<file path="src/hw/gate_shift_map.svh">
// Constants for the gate-shaping level shifter timing controller
`ifndef GATE_SHIFT_MAP_SVH
`define GATE_SHIFT_MAP_SVH
`define GS_SHAPE_CHANNELS   6
`define GS_PLAIN_CHANNELS   3
`define GS_FLICKER_INPUTS   3
`define GS_PHASE_SIX        1'b0
`define GS_PHASE_FOUR       1'b1
`define GS_FLK_SINGLE       2'h0
`define GS_FLK_MULTI        2'h1
`define GS_DEF_PULSE_CYC    16'h0030
`define GS_DEF_FLK_LEAD_CYC 16'h0004
`define GS_WIN_DIV_SIX      16'h0006
`define GS_WIN_DIV_FOUR     16'h0004
`endif

</file>
<file path="src/hw/gate_shift_pkg.sv">
// Types for the gate-shaping level shifter timing controller
package gate_shift_pkg;
    typedef enum logic [2:0] {
        ST_IDLE  = 3'b001,
        ST_PULSE = 3'b010,
        ST_GAP   = 3'b100
    } seq_state_e;
endpackage : gate_shift_pkg

</file>
<file path="src/hw/flicker_gen.sv">
// One flicker clock: drops low a set lead time before its channel pulse ends
`timescale 1ns/1ps
module flicker_gen #(
    parameter int CW = 16
) (
    input  wire logic          clock,
    input  wire logic          rst,
    input  wire logic          active,
    input  wire logic [CW-1:0] remain,
    input  wire logic [CW-1:0] lead,
    output logic               flk_out
);
    always_ff @(posedge clock) begin
        if (rst) begin
            flk_out <= 1'b0;
        end else if (active && remain > lead) begin
            flk_out <= 1'b1;
        end else begin
            // Falls inside the final part of the pulse, so the device accepts it
            flk_out <= 1'b0;
        end
    end
endmodule : flicker_gen

</file>
<file path="src/hw/gate_shift_ctrl.sv">
// Timing controller that drives the channel inputs and flicker clocks of the level shifter
// Operation
// - Single flicker clock: drive flicker input a, hold b and c low.
// - Three flicker clocks: a serves 1 and 4, b 2 and 5, c 3 and 6.
// - Four-phase with three flicker clocks: phases 1,3 on flicker a, 2,4 on b, c held low.
// - Four-phase: unused channel 3 and 6 inputs held high.
// - Unused flicker inputs are held low by the controller; unused four-phase channel inputs are held high.
`timescale 1ns/1ps
`include "gate_shift_map.svh"
module gate_shift_ctrl #(
    parameter int CW = 16
) (
    input  wire logic          clock,
    input  wire logic          rst,
    input  wire logic          run,
    input  wire logic          four_phase,
    input  wire logic          multi_flicker,
    input  wire logic          shaping_en,
    input  wire logic [CW-1:0] pulse_cycles,
    input  wire logic [CW-1:0] flk_lead_cycles,
    input  wire logic [2:0]    plain_level,
    output logic [5:0]         chan_in,
    output logic [2:0]         plain_in,
    output logic               flicker_clock_a,
    output logic               flicker_clock_b,
    output logic               flicker_clock_c,
    output logic               busy
);
    // Refuse counter widths the phase and lead arithmetic cannot serve
    if (CW < 4 || CW > 32) begin : g_bad_cw
        $error("gate_shift_ctrl: CW out of range");
    end

    gate_shift_pkg::seq_state_e state_reg;
    gate_shift_pkg::seq_state_e state_next;
    logic [CW-1:0]              cnt_reg;
    logic [CW-1:0]              cnt_next;
    logic [2:0]                 phase_reg;
    logic [2:0]                 phase_next;
    logic [2:0]                 last_phase;
    logic                       in_pulse;
    logic                       pulse_end;
    logic [CW-1:0]              remain;
    logic [CW-1:0]              window_len;
    logic [CW-1:0]              lead_eff;
    logic [5:0]                 chan_next;
    logic [2:0]                 flk_raw;
    logic [2:0]                 flk_act;

    // Four-phase uses slots 1,2,4,5 only
    assign last_phase = four_phase ? 3'h4 : 3'h5;
    assign in_pulse   = (state_reg == gate_shift_pkg::ST_PULSE);
    assign busy       = (state_reg != gate_shift_pkg::ST_IDLE);
    assign pulse_end  = in_pulse && (cnt_reg + CW'(1) >= pulse_cycles);
    assign remain     = pulse_cycles - cnt_reg;

    // Valid window: last sixth of the pulse in six-phase, last quarter in four-phase
    assign window_len = four_phase ? pulse_cycles / CW'(`GS_WIN_DIV_FOUR)
                                   : pulse_cycles / CW'(`GS_WIN_DIV_SIX);

    always_comb begin
        lead_eff = flk_lead_cycles;
        if (lead_eff > window_len) begin
            lead_eff = window_len;
        end
        if (lead_eff == '0) begin
            // A zero lead would drop the flicker with the channel, too late to count
            lead_eff = CW'(1);
        end
    end

    always_comb begin
        state_next = state_reg;
        case (state_reg)
            gate_shift_pkg::ST_IDLE: begin
                if (run) begin
                    state_next = gate_shift_pkg::ST_PULSE;
                end
            end
            gate_shift_pkg::ST_PULSE: begin
                if (pulse_end) begin
                    state_next = gate_shift_pkg::ST_GAP;
                end
            end
            gate_shift_pkg::ST_GAP: begin
                // One idle cycle lets the fall of one phase precede the next rise
                if (phase_reg != last_phase || run) begin
                    state_next = gate_shift_pkg::ST_PULSE;
                end else begin
                    state_next = gate_shift_pkg::ST_IDLE;
                end
            end
            default: begin
                state_next = gate_shift_pkg::ST_IDLE;
            end
        endcase
    end

    always_comb begin
        phase_next = phase_reg;
        case (state_reg)
            gate_shift_pkg::ST_IDLE: begin
                phase_next = 3'h0;
            end
            gate_shift_pkg::ST_PULSE: begin
                phase_next = phase_reg;
            end
            gate_shift_pkg::ST_GAP: begin
                if (phase_reg == last_phase) begin
                    phase_next = 3'h0;
                end else if (four_phase && phase_reg == 3'h1) begin
                    phase_next = 3'h3;
                end else begin
                    phase_next = phase_reg + 3'h1;
                end
            end
            default: begin
                phase_next = 3'h0;
            end
        endcase
    end

    always_comb begin
        if (in_pulse && !pulse_end) begin
            cnt_next = cnt_reg + CW'(1);
        end else begin
            cnt_next = '0;
        end
    end

    always_ff @(posedge clock) begin
        if (rst) begin
            state_reg <= gate_shift_pkg::ST_IDLE;
        end else begin
            state_reg <= state_next;
        end
    end

    always_ff @(posedge clock) begin
        if (rst) begin
            cnt_reg <= '0;
        end else begin
            cnt_reg <= cnt_next;
        end
    end

    always_ff @(posedge clock) begin
        if (rst) begin
            phase_reg <= 3'h0;
        end else begin
            phase_reg <= phase_next;
        end
    end

    // Shaping channel inputs; the device reads its windows from their timing alone
    generate
        for (genvar ch = 0; ch < `GS_SHAPE_CHANNELS; ch++) begin : g_chan
            always_comb begin
                if (four_phase && (ch % 3 == 2)) begin
                    chan_next[ch] = 1'b1;
                end else begin
                    chan_next[ch] = in_pulse && (phase_reg == 3'(ch));
                end
            end
            always_ff @(posedge clock) begin
                if (rst) begin
                    chan_in[ch] <= 1'b0;
                end else begin
                    chan_in[ch] <= chan_next[ch];
                end
            end
        end
    endgenerate

    generate
        for (genvar p = 0; p < `GS_PLAIN_CHANNELS; p++) begin : g_plain
            always_ff @(posedge clock) begin
                if (rst) begin
                    plain_in[p] <= 1'b0;
                end else begin
                    plain_in[p] <= plain_level[p];
                end
            end
        end
    endgenerate

    // Per flicker input, active while shaping_en is set and its channel pair is pulsing; in single-flicker mode a takes every channel
    generate
        for (genvar g = 0; g < `GS_FLICKER_INPUTS; g++) begin : g_flk
            always_comb begin
                if (!shaping_en) begin
                    flk_act[g] = 1'b0;
                end else if (!multi_flicker) begin
                    flk_act[g] = (g == 0) && in_pulse;
                end else if (four_phase && g == 2) begin
                    flk_act[g] = 1'b0;
                end else begin
                    flk_act[g] = in_pulse
                                 && (phase_reg == 3'(g) || phase_reg == 3'(g + 3));
                end
            end
            flicker_gen #(
                .CW (CW)
            ) flicker_gen_i (
                .clock   (clock),
                .rst     (rst),
                .active  (flk_act[g]),
                .remain  (remain),
                .lead    (lead_eff),
                .flk_out (flk_raw[g])
            );
        end
    endgenerate

    assign flicker_clock_a = flk_raw[0];
    assign flicker_clock_b = flk_raw[1];
    assign flicker_clock_c = flk_raw[2];
endmodule : gate_shift_ctrl

</file>
<file path="config.mk">
export PLATFORM = sky130hd
export DESIGN_NAME = gate_shift_ctrl
export DESIGN_NICKNAME = d
export VERILOG_FILES = /design/src/hw/gate_shift_pkg.sv /design/src/hw/flicker_gen.sv /design/src/hw/gate_shift_ctrl.sv
export VERILOG_INCLUDE_DIRS = /design/src /design/src/hw
export SDC_FILE = /design/constraint.sdc
export NUM_CORES = 1
export LEC_CHECK = 0
export ABC_AREA = 1
export ABC_CLOCK_PERIOD_IN_PS = 7250
export BUFFER_PORTS_ARGS = -buffer_cell sky130_fd_sc_hd__buf_2
export CORE_MARGIN = 3
export CORE_UTILIZATION = 35
export CTS_CLUSTER_DIAMETER = 50
export DETAILED_ROUTE_END_ITERATION = 7
export GPL_TIMING_DRIVEN = 0
export REMOVE_ABC_BUFFERS = 1
export SLEW_MARGIN = 20
export SYNTH_ARGS = -nofsm -noshare
export SYNTH_HDL_FRONTEND = slang
export SYNTH_HIERARCHICAL = 1
export SYNTH_SLANG_ARGS = --single-unit
</file>
<file path="constraint.sdc">
create_clock -name clock -period 7.25 [get_ports clock]
set_clock_uncertainty 0.2 [all_clocks]
set_input_delay 0.725 -clock clock [delete_from_list [all_inputs] [get_ports clock]]
set_output_delay 0.725 -clock clock [all_outputs]
set_load 0.03 [all_outputs]
</file>
; ---- Word-level counts from Yosys, hierarchy flattened
; Index checks and enable logic that the tools add are counted.
[totals]
regBits = 34
out_inout_bits = 13
wordCells = 83
[classes]
order_cmp = 3
eq_ne = 13
div_mod_pow = 1
muxes = 23
n_addsub = 3
n_reduce_logical = 24
n_bitwise = 1
[ops]
columns = operator, count
row1 = two-way mux 16 bit, 3
row2 = greater-than comparator 16 bit, 2
row3 = adder 16 x 1 -> 16 bit (second input constant), 1
row4 = divider 16 x 3 -> 16 bit (second input constant), 1
row5 = >= comparator 16 bit, 1
row6 = logical NOT 16 bit, 1
row7 = subtractor 16 bit, 1
row8 = logical AND 1 bit, 15
row9 = two-way mux 1 bit, 13
row10 = two-way mux 3 bit, 4
row11 = equality test 3 x 2 -> 1 bit (second input constant), 3
row12 = equality test 3 bit (second input constant), 3
row13 = case mux 3 bit (3 select lines), 1
row14 = equality test 3 x 1 -> 1 bit (second input constant), 2
row15 = case mux 3 bit (2 select lines), 1
row16 = logical OR 1 bit, 4
row17 = adder 3 x 1 -> 3 bit (second input constant), 1
row18 = equality test 3 bit, 1
row19 = logical NOT 3 bit, 1
row20 = != test 3 x 1 -> 1 bit (second input constant), 1
row21 = != test 3 bit, 1
row22 = two-way mux 2 bit, 1
row23 = != test 2 x 1 -> 1 bit (second input constant), 1
row24 = != test 2 bit (second input constant), 1
row25 = other kinds (4), 4

; ---- Longest topological paths before layout
; Gate-level depths: netlist of the first run.
[depth]
ltp_word = 9
mapped_depth = 65
mapped_depth_nobuf = 64

; ---- Cells and area by module
; The synthesis of the first run kept the hierarchy.
[by_module_without_submodules]
columns = module, area_each_um2, cells_per_inst, seq_area_each_um2, n_inst
row1 = gate_shift_ctrl, 3468.3, 531, 620.6, 1
row2 = flicker_gen, 461.7, 75, 20.0, 3

; ---- Worst setup path after synthesis of the first run
; Ideal clock, no wire load.
[synth_timing]
path_kind = input port to flip-flop
start = input pulse_cycles[14]
end = register g_flk[0].flicker_gen_i.flk_out
arrival_time_ns = 6.213
n_path_buf = 1
setup_time_ns = 0.119
slack_ns = 0.717
cell_stages = 62
path_cell_list = inv_2 -> nand2_1 -> o21ai_1 -> nand2_1 -> o21ai_2 -> nand2_2 -> nand2_1 -> inv_1 -> nor2_4 -> nand2_2 -> nand2_2 -> inv_2 -> o21ai_2 -> nand3_2 -> nand2_1 -> nand2_1 -> nand3_2 -> nand2_2 -> [26 not listed] -> o21ai_0 -> nor4_1 -> nand3_1 -> nor3_1 -> nand3b_1 -> nor2_1 -> nand3_1 -> nand3_1 -> ha_1 -> inv_1 -> nand2_1 -> nand2_1 -> nand2_1 -> nand2_1 -> nand2_1 -> nand2_1 -> nand2_1 -> a21oi_1
[synth_via]
elab_chain_len = 9
word_cells_on_any_way = 10
classes_between = 1 x add/sub / 1 x div / 2 x order compare / 4 x mux / 2 x reduce/logical
[synth_lines]
columns = element, line
row1 = from (decl), gate_shift_ctrl.sv:19  ; input wire logic [CW-1:0] pulse_cycles,
row2 = divider 16 x 3 -> 16 bit, gate_shift_ctrl.sv:59  ; : pulse_cycles / CW'(`GS_WIN_DIV_SIX);
row3 = two-way mux 16 bit *, gate_shift_ctrl.sv:58  ; assign window_len = four_phase ? pulse_cycles / CW'(`GS_WIN_DIV_FOUR)
row4 = greater-than comparator 16 bit, gate_shift_ctrl.sv:63  ; if (lead_eff > window_len) begin
row5 = two-way mux 16 bit *, gate_shift_ctrl.sv:63
row6 = logical NOT 16 bit, gate_shift_ctrl.sv:66  ; if (lead_eff == '0) begin
row7 = two-way mux 16 bit *, gate_shift_ctrl.sv:66
row8 = net lead_eff[9], gate_shift_ctrl.sv:45  ; logic [CW-1:0] lead_eff;
row9 = greater-than comparator 16 bit *, flicker_gen.sv:16  ; end else if (active && remain > lead) begin
row10 = logical AND 1 bit *, flicker_gen.sv:16
row11 = two-way mux 1 bit *, flicker_gen.sv:16
row12 = to (signal assigned), flicker_gen.sv:15  ; flk_out <= 1'b0;
row13 = to (signal assigned), flicker_gen.sv:17  ; flk_out <= 1'b1;
row14 = to (signal assigned), flicker_gen.sv:20  ; flk_out <= 1'b0;
row15 = to (decl), flicker_gen.sv:11  ; output logic flk_out
; Mark *: on every way through the listed nets, which the timed path passes. The rest lies on a longest branch.
; A chain may end at the register's enable or synchronous reset.

; ---- Final worst setup path of the first run
; Ends and elaborated chain as after synthesis.

==> summary.md, run 1 <==
| Metric | Value |
|---|---|
| Worst R2R End | g_flk[0].flicker_gen_i/flk_out |
| Worst EP arrival | 7020 ps |
| Fmax | 142 MHz |
| IO buf count | 53 |
| Routability cong. | 0.848 |
| Critical Setup Path Class | input pin to register |
| CP most frequent cell | o21ai_2 |
| Non-Filler Instances | 1002 |
| Post-synthesis mux area share | 0% |
| Max-slew violation count | 0 |
| Top-count cell post-synth | inv_1 |
| Crit path from | pulse_cycles[14] |
| Final wirelength | 11600 um |
| Status | complete, no violations |
| Fin crit share | 97.1% |
| Htree depth | 2 |
| Max Root-Sink Buffers | 2 |
| Synth area leaders | ha_1 26%, dfxtp_1 14%, inv_1 12%, nand2_1 12%, a21oi_1 5.1% |
| YS warnings | 6 |
| Hold buffer count at CTS | 0 |
| Synth-to-Final Area Change | 20.6% |
| Worst Setup End Kind | register |
| FF+latch count, synth | 34 |
| Compound-Gate Fraction of Synth Area | 15.5% |
| Antenna Nets Post-Route | 0 |
| Ys flop type | dfxtp_1 |
| Post-synth top area share | 25.5% |
| Max incr delay on CP | 390 ps |
| Critical R2R Launch | cnt_reg[2] |
| Largest family of logic cells by synthesized area | simple AND/OR/NAND/NOR gates |
| Mean post-synth cell area | 6.42 sq um |
| Die Y | 124 um |
| Largest register FFs | 16 |
| Root buf cell | clkbuf_16 |
| Die ar. | 15300 sq um |
| Drt drc | 0 |
| Post-Synth Simple-Gate Area | 26.4% |
| Via-to-Cell Ratio | 4.66 |
| Reg2Reg Depth | 24 |
| Final Power | 0.000899 W |
| Grt ovf | 0 |
| Async set or reset register ratio after synthesis | 0% |
| First-pass GRT wire length | 18800 um |
| Starting Density | 36.2% |
| Adder-Cell Fraction of Synth Area | 25.9% |
| Placeable Area | 13400 sq um |
| Fin. Hold Viols | 0 |
| CP Max Fanout | 5 |
| Clock Latency Late Sink | 290 ps |
| Total CTS buffers | 5 |
| Post-Syn Instances | 756 |
| Final net count | 965 |
| Total Routing Usage GR | 15.3% |
| Placed cell count | 982 |
| Rel. slew slack | 64.9% |
| Worst Max-Slew Pin Slew | 522 ps |
| Critical path endpoint | g_flk[0].flicker_gen_i/flk_out |
| Wire per inst | 11.5 um |
| Worst path required time | 7230 ps |
| # IOs | 54 |
| Vias in the first global route | 4317 |
| CP Launch Type | input pin |
| Die W | 124 um |
| Final hold slack | 288 ps |
| Hold Path Class | register to register |
| Pre-Repair DR Iteration Count | 4 |
| Synthesized area | 4850 sq um |
| Post-detail-place hpwl | 9660 um |
| Pleak | 3.14 nW |
| Layout cells sized above 1 | 19.8% |
| Number of enable flip-flop cells after synthesis | 0 |
| Sequential cell area fraction in the yosys report | 14.0% |
| Pwr dens | 154 nW/um^2 |
| Xor/xnor share of the synthesized area | 4.69% |
| Pin count of the biggest net entering global routing | 24 |
| Initial DRC count | 147 |
| Clk sinks | 34 |
| Final Setup Violations | 0 |
| Via count | 4673 |
| Final min period | 7040 ps |
| CTS tree | yes |
| R2R Setup Slk | 2870 ps |
| Unique masters post-synth | 38 |
| Synth top cells by count | 157 x inv_1, 149 x nand2_1, 99 x ha_1, 58 x nor2_1, 49 x a21oi_1 |
| Row count | 42 |
| CP max-delay cell | a211o_1 |
| Initial antenna violation count | 0 |
| RSZ-0062 raised after global routing | yes |
| VDD IR-drop max | 0.110 mV |
| Largest area contributor in the netlist | ha_1 |
| CTS clk-pin slew, worst paths | 60 ps |
| Max cap viols | 0 |
[worst min-delay path by stage]
| stage | start | end | slack [ps] | cells after the start |
|---|---|---|---|---|
| 2_1_floorplan | cnt_reg[0] | cnt_reg[0] | 250 | 1 |
| 3_3_place_gp | cnt_reg[0] | cnt_reg[0] | 280 | 1 |
| 3_5_place_dp | cnt_reg[0] | cnt_reg[0] | 290 | 1 |
| 4_1_cts | cnt_reg[0] | cnt_reg[0] | 300 | 1 |
| 5_1_grt | cnt_reg[0] | cnt_reg[0] | 340 | 1 |
| 6_report | cnt_reg[0] | cnt_reg[0] | 290 | 1 |
[power breakdown]
part	internal [W]	leakage [nW]	switching [W]	total (W)
clock network	0.000198	0.0940	0.0000910	0.000289
registers	0.000192	0.276	0.00000256	0.000195
logic	0.000160	2.77	0.000256	0.000416
total	0.000550	3.14	0.000350	0.000899
[per-stage QoR]
| stage | area [sq um] | util, % | setup TNS, ps | worst slack (ps) |
|---|---|---|---|---|
| after floorplan | 4840 | - | 0 | 626 |
| final | 5850 | 43.7 | 0 | 208 |
| after CTS | 5530 | 41.3 | 0 | 11.0 |
| after detailed placement | 5330 | 39.8 | -2420 | -822 |
| after global routing | 5850 | 43.7 | -952 | -342 |
| after global placement | 5330 | 39.8 | -2370 | -803 |
[cells in the final DEF (no fill, tap or decap), types with 6 or more instances in the layout]
cell type / netlist / final
buf_2: 0 / 50
nand3_1: 32 / 23
dfxtp_1: 34 / 34
nand4_1: 6 / 6
nand2_2: 6 / 24
o21ai_0: 42 / 36
ha_1: 99 / 97
xor2_1: 23 / 23
conb_1: 1 / 6
inv_2: 5 / 6
nor3_1: 14 / 13
inv_1: 157 / 154
buf_4: 0 / 10
nand2_1: 149 / 130
a21oi_1: 49 / 46
nor2_2: 7 / 8
nand3_2: 9 / 17
o21ai_2: 6 / 16
nor2_1: 58 / 57
[repair_timing]
item | 4_1_cts | 5_1_grt
cloned | 0 | 2
gates resized for setup | 6 | 69
setup buffers | 0 | 9
pin swaps | 0 | 33
setup endpoints to repair | 3 | 3
endpoints found under the hold margin | 0 | 0
[logic make-up (layout without fill, tap and decap cells)]
family	count (synthesis)	after routing
AO/OA/AOI/OAI	132	132
adder cells (fa/ha/maj)	100	100
buffers and inverters	173	235
XOR/XNOR	26	26
other	1	7
flip-flops	34	34
AND/OR/NAND/NOR	290	292
[layout make-up]
type,instances,area (sq um)
fill,1457,7550
multi-input combinational,556,3780
sequential,34,681
inverter,165,624
timing repair buffer,62,352
tap,176,220
clock buffer,5,125
clock inverter,3,68.8
antenna,1,2.50
[metal layers]
layer  GRT usage, %  vias up  share of wire [%]
met3           2.63        9                4.6
met2           26.2       55                 47
met1           19.9     2043                 47
li1               -     2566                  -
met5              0        -                  0
met4           3.74        0                1.2
[worst max-delay path, delay by kind of cell]
family | cells | cell delay (ps)
compound gates | 19 | 2950
simple gates | 29 | 2760
fa+ha+maj | 2 | 340
buf+inv | 4 | 260
No activity file was read; power rests on OpenSTA's default activity.
==> run 2, diff against run 1 <==
--- a/config.mk
+++ b/config.mk
@@ -7,7 +7,7 @@
 export NUM_CORES = 1
 export LEC_CHECK = 0
 export ABC_AREA = 1
-export ABC_CLOCK_PERIOD_IN_PS = 7250
+export ABC_CLOCK_PERIOD_IN_PS = 6800
 export BUFFER_PORTS_ARGS = -buffer_cell sky130_fd_sc_hd__buf_2
 export CORE_MARGIN = 3
 export CORE_UTILIZATION = 35
==> constraint.sdc (replaced) <==
create_clock -name clock -period 6.8 [get_ports clock]
set_clock_uncertainty 0.2 [all_clocks]
set_input_delay 0.68 -clock clock [delete_from_list [all_inputs] [get_ports clock]]
set_output_delay 0.68 -clock clock [all_outputs]
set_load 0.03 [all_outputs]
==> run 2 against run 1 <==
The run now ends with negative setup slack left. Largest cell class unchanged. Critical path depth grew 1. First-iteration DRC count grew 18%. Count of clock-buffer cells in the layout is the same. Critical path type unchanged. Register-to-register slack lost 500 ps. Highest routed layer unchanged. Clock power grew 6.9%. Routed wire length grew 7.2%.
==> summary.md, run 2 (synthesis results as in run 1) <==
| Metric | Value |
|---|---|
| Status | complete, but fails checks |
| Failing checks | negative setup slack |
| Vias in the first global route | 4623 |
| Via count | 4895 |
| Pin count of the biggest net entering global routing | 23 |
| Worst Max-Slew Pin Slew | 557 ps |
| CP most frequent cell | buf_4 |
| Worst path required time | 6780 ps |
| Fin crit share | 105% |
| Synth-to-Final Area Change | 28.4% |
| Reg2Reg Depth | 24 |
| Final min period | 7130 ps |
| Drt drc | 0 |
| Post-detail-place hpwl | 9660 um |
| Initial antenna violation count | 0 |
| Multi-input logic area | 3820 sq um |
| Fill cells | 1425 |
| Register area | 681 sq um |
| Die W | 124 um |
| Antenna Nets Post-Route | 0 |
| Placeable Area | 13400 sq um |
| Layout cells sized above 1 | 23.6% |
| Max-slew violation count | 0 |
| Most common cell after layout, fill and taps aside | inv_1 |
| VDD IR-drop max | 0.119 mV |
| Max Root-Sink Buffers | 2 |
| Total Routing Usage GR | 16.3% |
| Final Power | 0.000991 W |
| # IOs | 54 |
| Commonest non-fill, non-tap cells in the layout | 155 x inv_1, 128 x nand2_1, 95 x ha_1 |
| IO buf count | 53 |
| Pleak | 3.34 nW |
| Root buf cell | clkbuf_16 |
| CP Launch Type | input pin |
| DP Worst Slack | -1230 ps |
| Die Y | 124 um |
| Routability cong. | 0.848 |
| CTS tree | yes |
| Hold buffer count at CTS | 0 |
| Rel. slew slack | 62.4% |
| CP max-delay cell | ha_1 |
| Max incr delay on CP | 320 ps |
| Min setup slack post-route | -332 ps |
| Fin. Hold Viols | 0 |
| Die ar. | 15300 sq um |
| Row count | 42 |
| Largest register FFs | 16 |
| Starting Density | 36.2% |
| Max cap viols | 0 |
| Wire per inst | 11.9 um |
| Hold Path Class | register to register |
| Final Setup Violations | 3 |
| RSZ-0062 raised after global routing | yes |
| Worst Setup End Kind | register |
| Final wirelength | 12400 um |
| Final net count | 1004 |
| Pwr dens | 159 nW/um^2 |
| Worst EP arrival | 7110 ps |
| Critical Setup Path Class | input pin to register |
| First-pass GRT wire length | 20000 um |
| CTS clk-pin slew, worst paths | 60 ps |
| Via-to-Cell Ratio | 4.70 |
| Pre-Repair DR Iteration Count | 4 |
| Clock Latency Late Sink | 290 ps |
| CP Max Fanout | 5 |
| Clk sinks | 34 |
| Total CTS buffers | 5 |
| Htree depth | 2 |
| Hold-critical path depth | 1 |
| Initial DRC count | 173 |
| Grt ovf | 0 |
| Fmax | 140 MHz |
-- run 2: repair_timing --
item,4_1_cts,5_1_grt
gates resized for setup,38,55
pin swaps,14,40
gates cloned,2,0
setup endpoints to repair,3,3
setup buffers,37,11
-- run 2: layout make-up --
| class | instances | share of cell area [%] |
|---|---|---|
| clock buffer | 5 | 2.01 |
| tap | 176 | 3.53 |
| timing repair buffer | 101 | 10.8 |
| antenna | 1 | 0.0402 |
| multi-input combinational | 556 | 61.4 |
| sequential | 34 | 10.9 |
| clock inverter | 3 | 1.10 |
| inverter | 165 | 10.2 |
-- run 2: path summary, 6_finish.rpt --
check / slack (ps) / startpoint / end
setup / recovery: -330 / pulse_cycles[14] / g_flk[1].flicker_gen_i/flk_out
hold / removal: 290 / cnt_reg[0] / cnt_reg[0]
setup reg to reg: 2370 / cnt_reg[2] / g_flk[0].flicker_gen_i/flk_out
hold reg to reg: 290 / cnt_reg[0] / cnt_reg[0]
-- run 2: worst max-delay path, delay by kind of cell --
| family | cells | cell delay [ps] |
|---|---|---|
| adder cells (fa/ha/maj) | 2 | 490 |
| AO/OA/AOI/OAI | 4 | 530 |
| buffers and inverters | 30 | 3490 |
| AND/OR/NAND/NOR | 19 | 1880 |
-- run 2: metrics by stage --
stage / setup TNS, ps / std cells / cell area [sq um] / hold slack (ps) / utilization, %
floorplan: 0 / 753 / 4840 / 248 / -
global placement: -3590 / 982 / 5330 / 284 / 39.8
detailed placement: -3630 / 982 / 5330 / 289 / 39.8
CTS: -274 / 1029 / 5930 / 301 / 44.3
global route: -2260 / 1040 / 6230 / 343 / 46.5
finish: -973 / 1041 / 6230 / 288 / 46.5
-- run 2: routing by layer --
metal / vias to the layer above / wire [um] / part of all wire, % / global-route usage, %
met5: - / 0 / 0 / 0
li1: 2644 / - / - / -
met4: 0 / 235 / 1.9 / 4.71
met3: 17 / 419 / 3.4 / 2.68
met1: 2166 / 5950 / 48 / 20.4
met2: 68 / 5790 / 47 / 28.8
-- run 2: power by group --
part	switching [W]	internal (W)	total, W	leakage [nW]
clock	0.0000980	0.000211	0.000309	0.0940
combinational	0.000283	0.000192	0.000475	2.97
sequential	0.00000274	0.000205	0.000208	0.276
==> run 3, diff against run 2 <==
--- a/config.mk
+++ b/config.mk
@@ -8,8 +8,8 @@
 export LEC_CHECK = 0
 export ABC_AREA = 1
 export ABC_CLOCK_PERIOD_IN_PS = 6800
-export BUFFER_PORTS_ARGS = -buffer_cell sky130_fd_sc_hd__buf_2
-export CORE_MARGIN = 3
+export BUFFER_PORTS_ARGS = -buffer_cell sky130_fd_sc_hd__buf_4
+export CORE_MARGIN = 1.5
 export CORE_UTILIZATION = 35
 export CTS_CLUSTER_DIAMETER = 50
 export DETAILED_ROUTE_END_ITERATION = 7
==> run 3 against run 2 <==
The run still ends with negative setup slack left. Via count is 3.1% lower. Count of clock-buffer cells in the layout stayed put. Register-to-register slack better by 50 ps. Sequential share of layout area is 0.14 points higher. Die area is 4.8% lower. Sequential power hardly changed. Critical path depth is 3 higher. Largest cell class unchanged. Largest power group unchanged. Highest routed layer unchanged.
==> summary.md, run 3 (synthesis results as in run 1) <==
| Metric | Value |
|---|---|
| Worst EP arrival | 6980 ps |
| Fin crit share | 103% |
| Grt ovf | 0 |
| Sequential fraction of design power | 20.9% |
| Clock power frac | 30.3% |
| Drt drc | 0 |
| CTS clk-pin slew, worst paths | 60 ps |
| Via-to-Cell Ratio | 4.66 |
| Fmax | 143 MHz |
| Final min period | 7000 ps |
| Hold Path Class | register to register |
| Placeable Area | 13400 sq um |
| Pleak | 3.25 nW |
| Pwr dens | 162 nW/um^2 |
| Vias in the first global route | 4342 |
| Final Power | 0.000997 W |
| Total Routing Usage GR | 16.5% |
| VDD IR-drop max | 0.124 mV |
| # IOs | 54 |
| Die Y | 121 um |
| Final wirelength | 11800 um |
| Non-Filler Instances | 1017 |
| Htree depth | 2 |
| Die ar. | 14600 sq um |
| Combinational Power Share | 48.9% |
| Commonest non-fill, non-tap cells in the layout | 152 x inv_1, 127 x nand2_1, 96 x ha_1 |
| Pin count of the biggest net entering global routing | 23 |
| Synth-to-Final Area Change | 26.7% |
| Worst path required time | 6780 ps |
| Pre-Repair DR Iteration Count | 4 |
| Initial antenna violation count | 0 |
| Rel. slew slack | 62.1% |
| Total CTS buffers | 5 |
| Final net count | 981 |
| P_sw | 0.000381 W |
| Antenna Nets Post-Route | 0 |
| First-pass GRT wire length | 19200 um |
| CP Launch Type | input pin |
| Hold buffer count at CTS | 0 |
| Starting Density | 36.2% |
| Fin. Hold Viols | 0 |
| Final Setup Violations | 3 |
| Worst Max-Slew Pin Slew | 562 ps |
| IO buf count | 53 |
| Placed cell count | 982 |
| Root buf cell | clkbuf_16 |
| Most common cell after layout, fill and taps aside | inv_1 |
| Routability cong. | 0.852 |
| Utilization after layout | 45.9% |
| Layout cells sized above 1 | 22.2% |
| CP max-delay cell | a211o_1 |
| Failing checks | negative setup slack |
| Largest register FFs | 16 |
| Max-slew violation count | 0 |
| CP most frequent cell | nand2_2 |
| Die W | 121 um |
| Switching share of total power | 38.2% |
| Row count | 42 |
| Clock Latency Late Sink | 290 ps |
| Via count | 4741 |
| Max cap viols | 0 |
| Worst Setup End Kind | register |
| CP Max Fanout | 5 |
| Status | complete, but fails checks |
| Post-detail-place hpwl | 9660 um |
| CTS tree | yes |
| ANT cells | 0 |
| Min setup slack post-route | -197 ps |
| Clk sinks | 34 |
| Critical Setup Path Class | input pin to register |
| Max incr delay on CP | 350 ps |
| Internal | 0.000616 W |
| Max Root-Sink Buffers | 2 |
| Initial DRC count | 182 |
| Wire per inst | 11.6 um |
| RSZ-0062 raised after global routing | yes |
| DP Worst Slack | -1280 ps |
==> run 3: final timing paths <==
check,from,slack [ps],end,cells past startpoint
setup reg to reg,cnt_reg[2],2420,g_flk[1].flicker_gen_i/flk_out,24
hold / removal,cnt_reg[0],300,cnt_reg[0],1
setup / recovery,pulse_cycles[14],-200,g_flk[0].flicker_gen_i/flk_out,58
hold reg to reg,cnt_reg[0],300,cnt_reg[0],1
==> run 3: power by group through the flow <==
stage	logic, W	registers, W	clock network (W)
final	0.000487	0.000208	0.000302
after detailed placement	0.000407	0.000212	0
after global placement	0.000404	0.000212	0
after floorplan	0.000299	0.000216	0
after global routing	0.000555	0.000208	0.000317
after CTS	0.000450	0.000208	0.000311
==> run 3: worst max-delay path, delay by kind of cell <==
kind                     cells  cell delay [ps]
AND/OR/NAND/NOR             35             3300
AO/OA/AOI/OAI               16             2310
adder cells (fa/ha/maj)      2              370
buffers and inverters        5              320
==> run 3: layer usage <==
metal  global-route usage (%)  part of all wire (%)  vias up
li1                         -                     -     2601
met3                     2.55                   4.3       10
met5                        0                     0        -
met4                     4.49                   1.3        0
met2                     29.7                    48       50
met1                     20.4                    47     2080
==> run 3: timing repair <==
| action | 4_1_cts | 5_1_grt |
|---|---|---|
| endpoints found under the hold margin | 0 | 0 |
| setup buffers | 19 | 6 |
| endpoints found under the setup margin | 3 | 3 |
| resized for setup | 35 | 50 |
| pin swaps | 18 | 21 |
| cloned | 2 | 0 |
==> run 3: layout make-up <==
cell class | count | area [sq um]
Clock buffer | 5 | 125
Inverter | 165 | 624
Timing Repair Buffer | 78 | 597
Multi-Input combinational cell | 556 | 3830
Clock inverter | 3 | 68.8
Fill cell | 1393 | 7250
Tap cell | 176 | 220
Sequential cell | 34 | 681
==> run 3: metrics by stage <==
| stage | hold slack, ps | area (sq um) | TNS [ps] |
|---|---|---|---|
| after floorplan | 248 | 4840 | 0 |
| after global placement | 274 | 5460 | -3790 |
| after detailed placement | 287 | 5460 | -3820 |
| after CTS | 300 | 5930 | -462 |
| after global routing | 319 | 6150 | -2120 |
| final | 301 | 6150 | -520 |
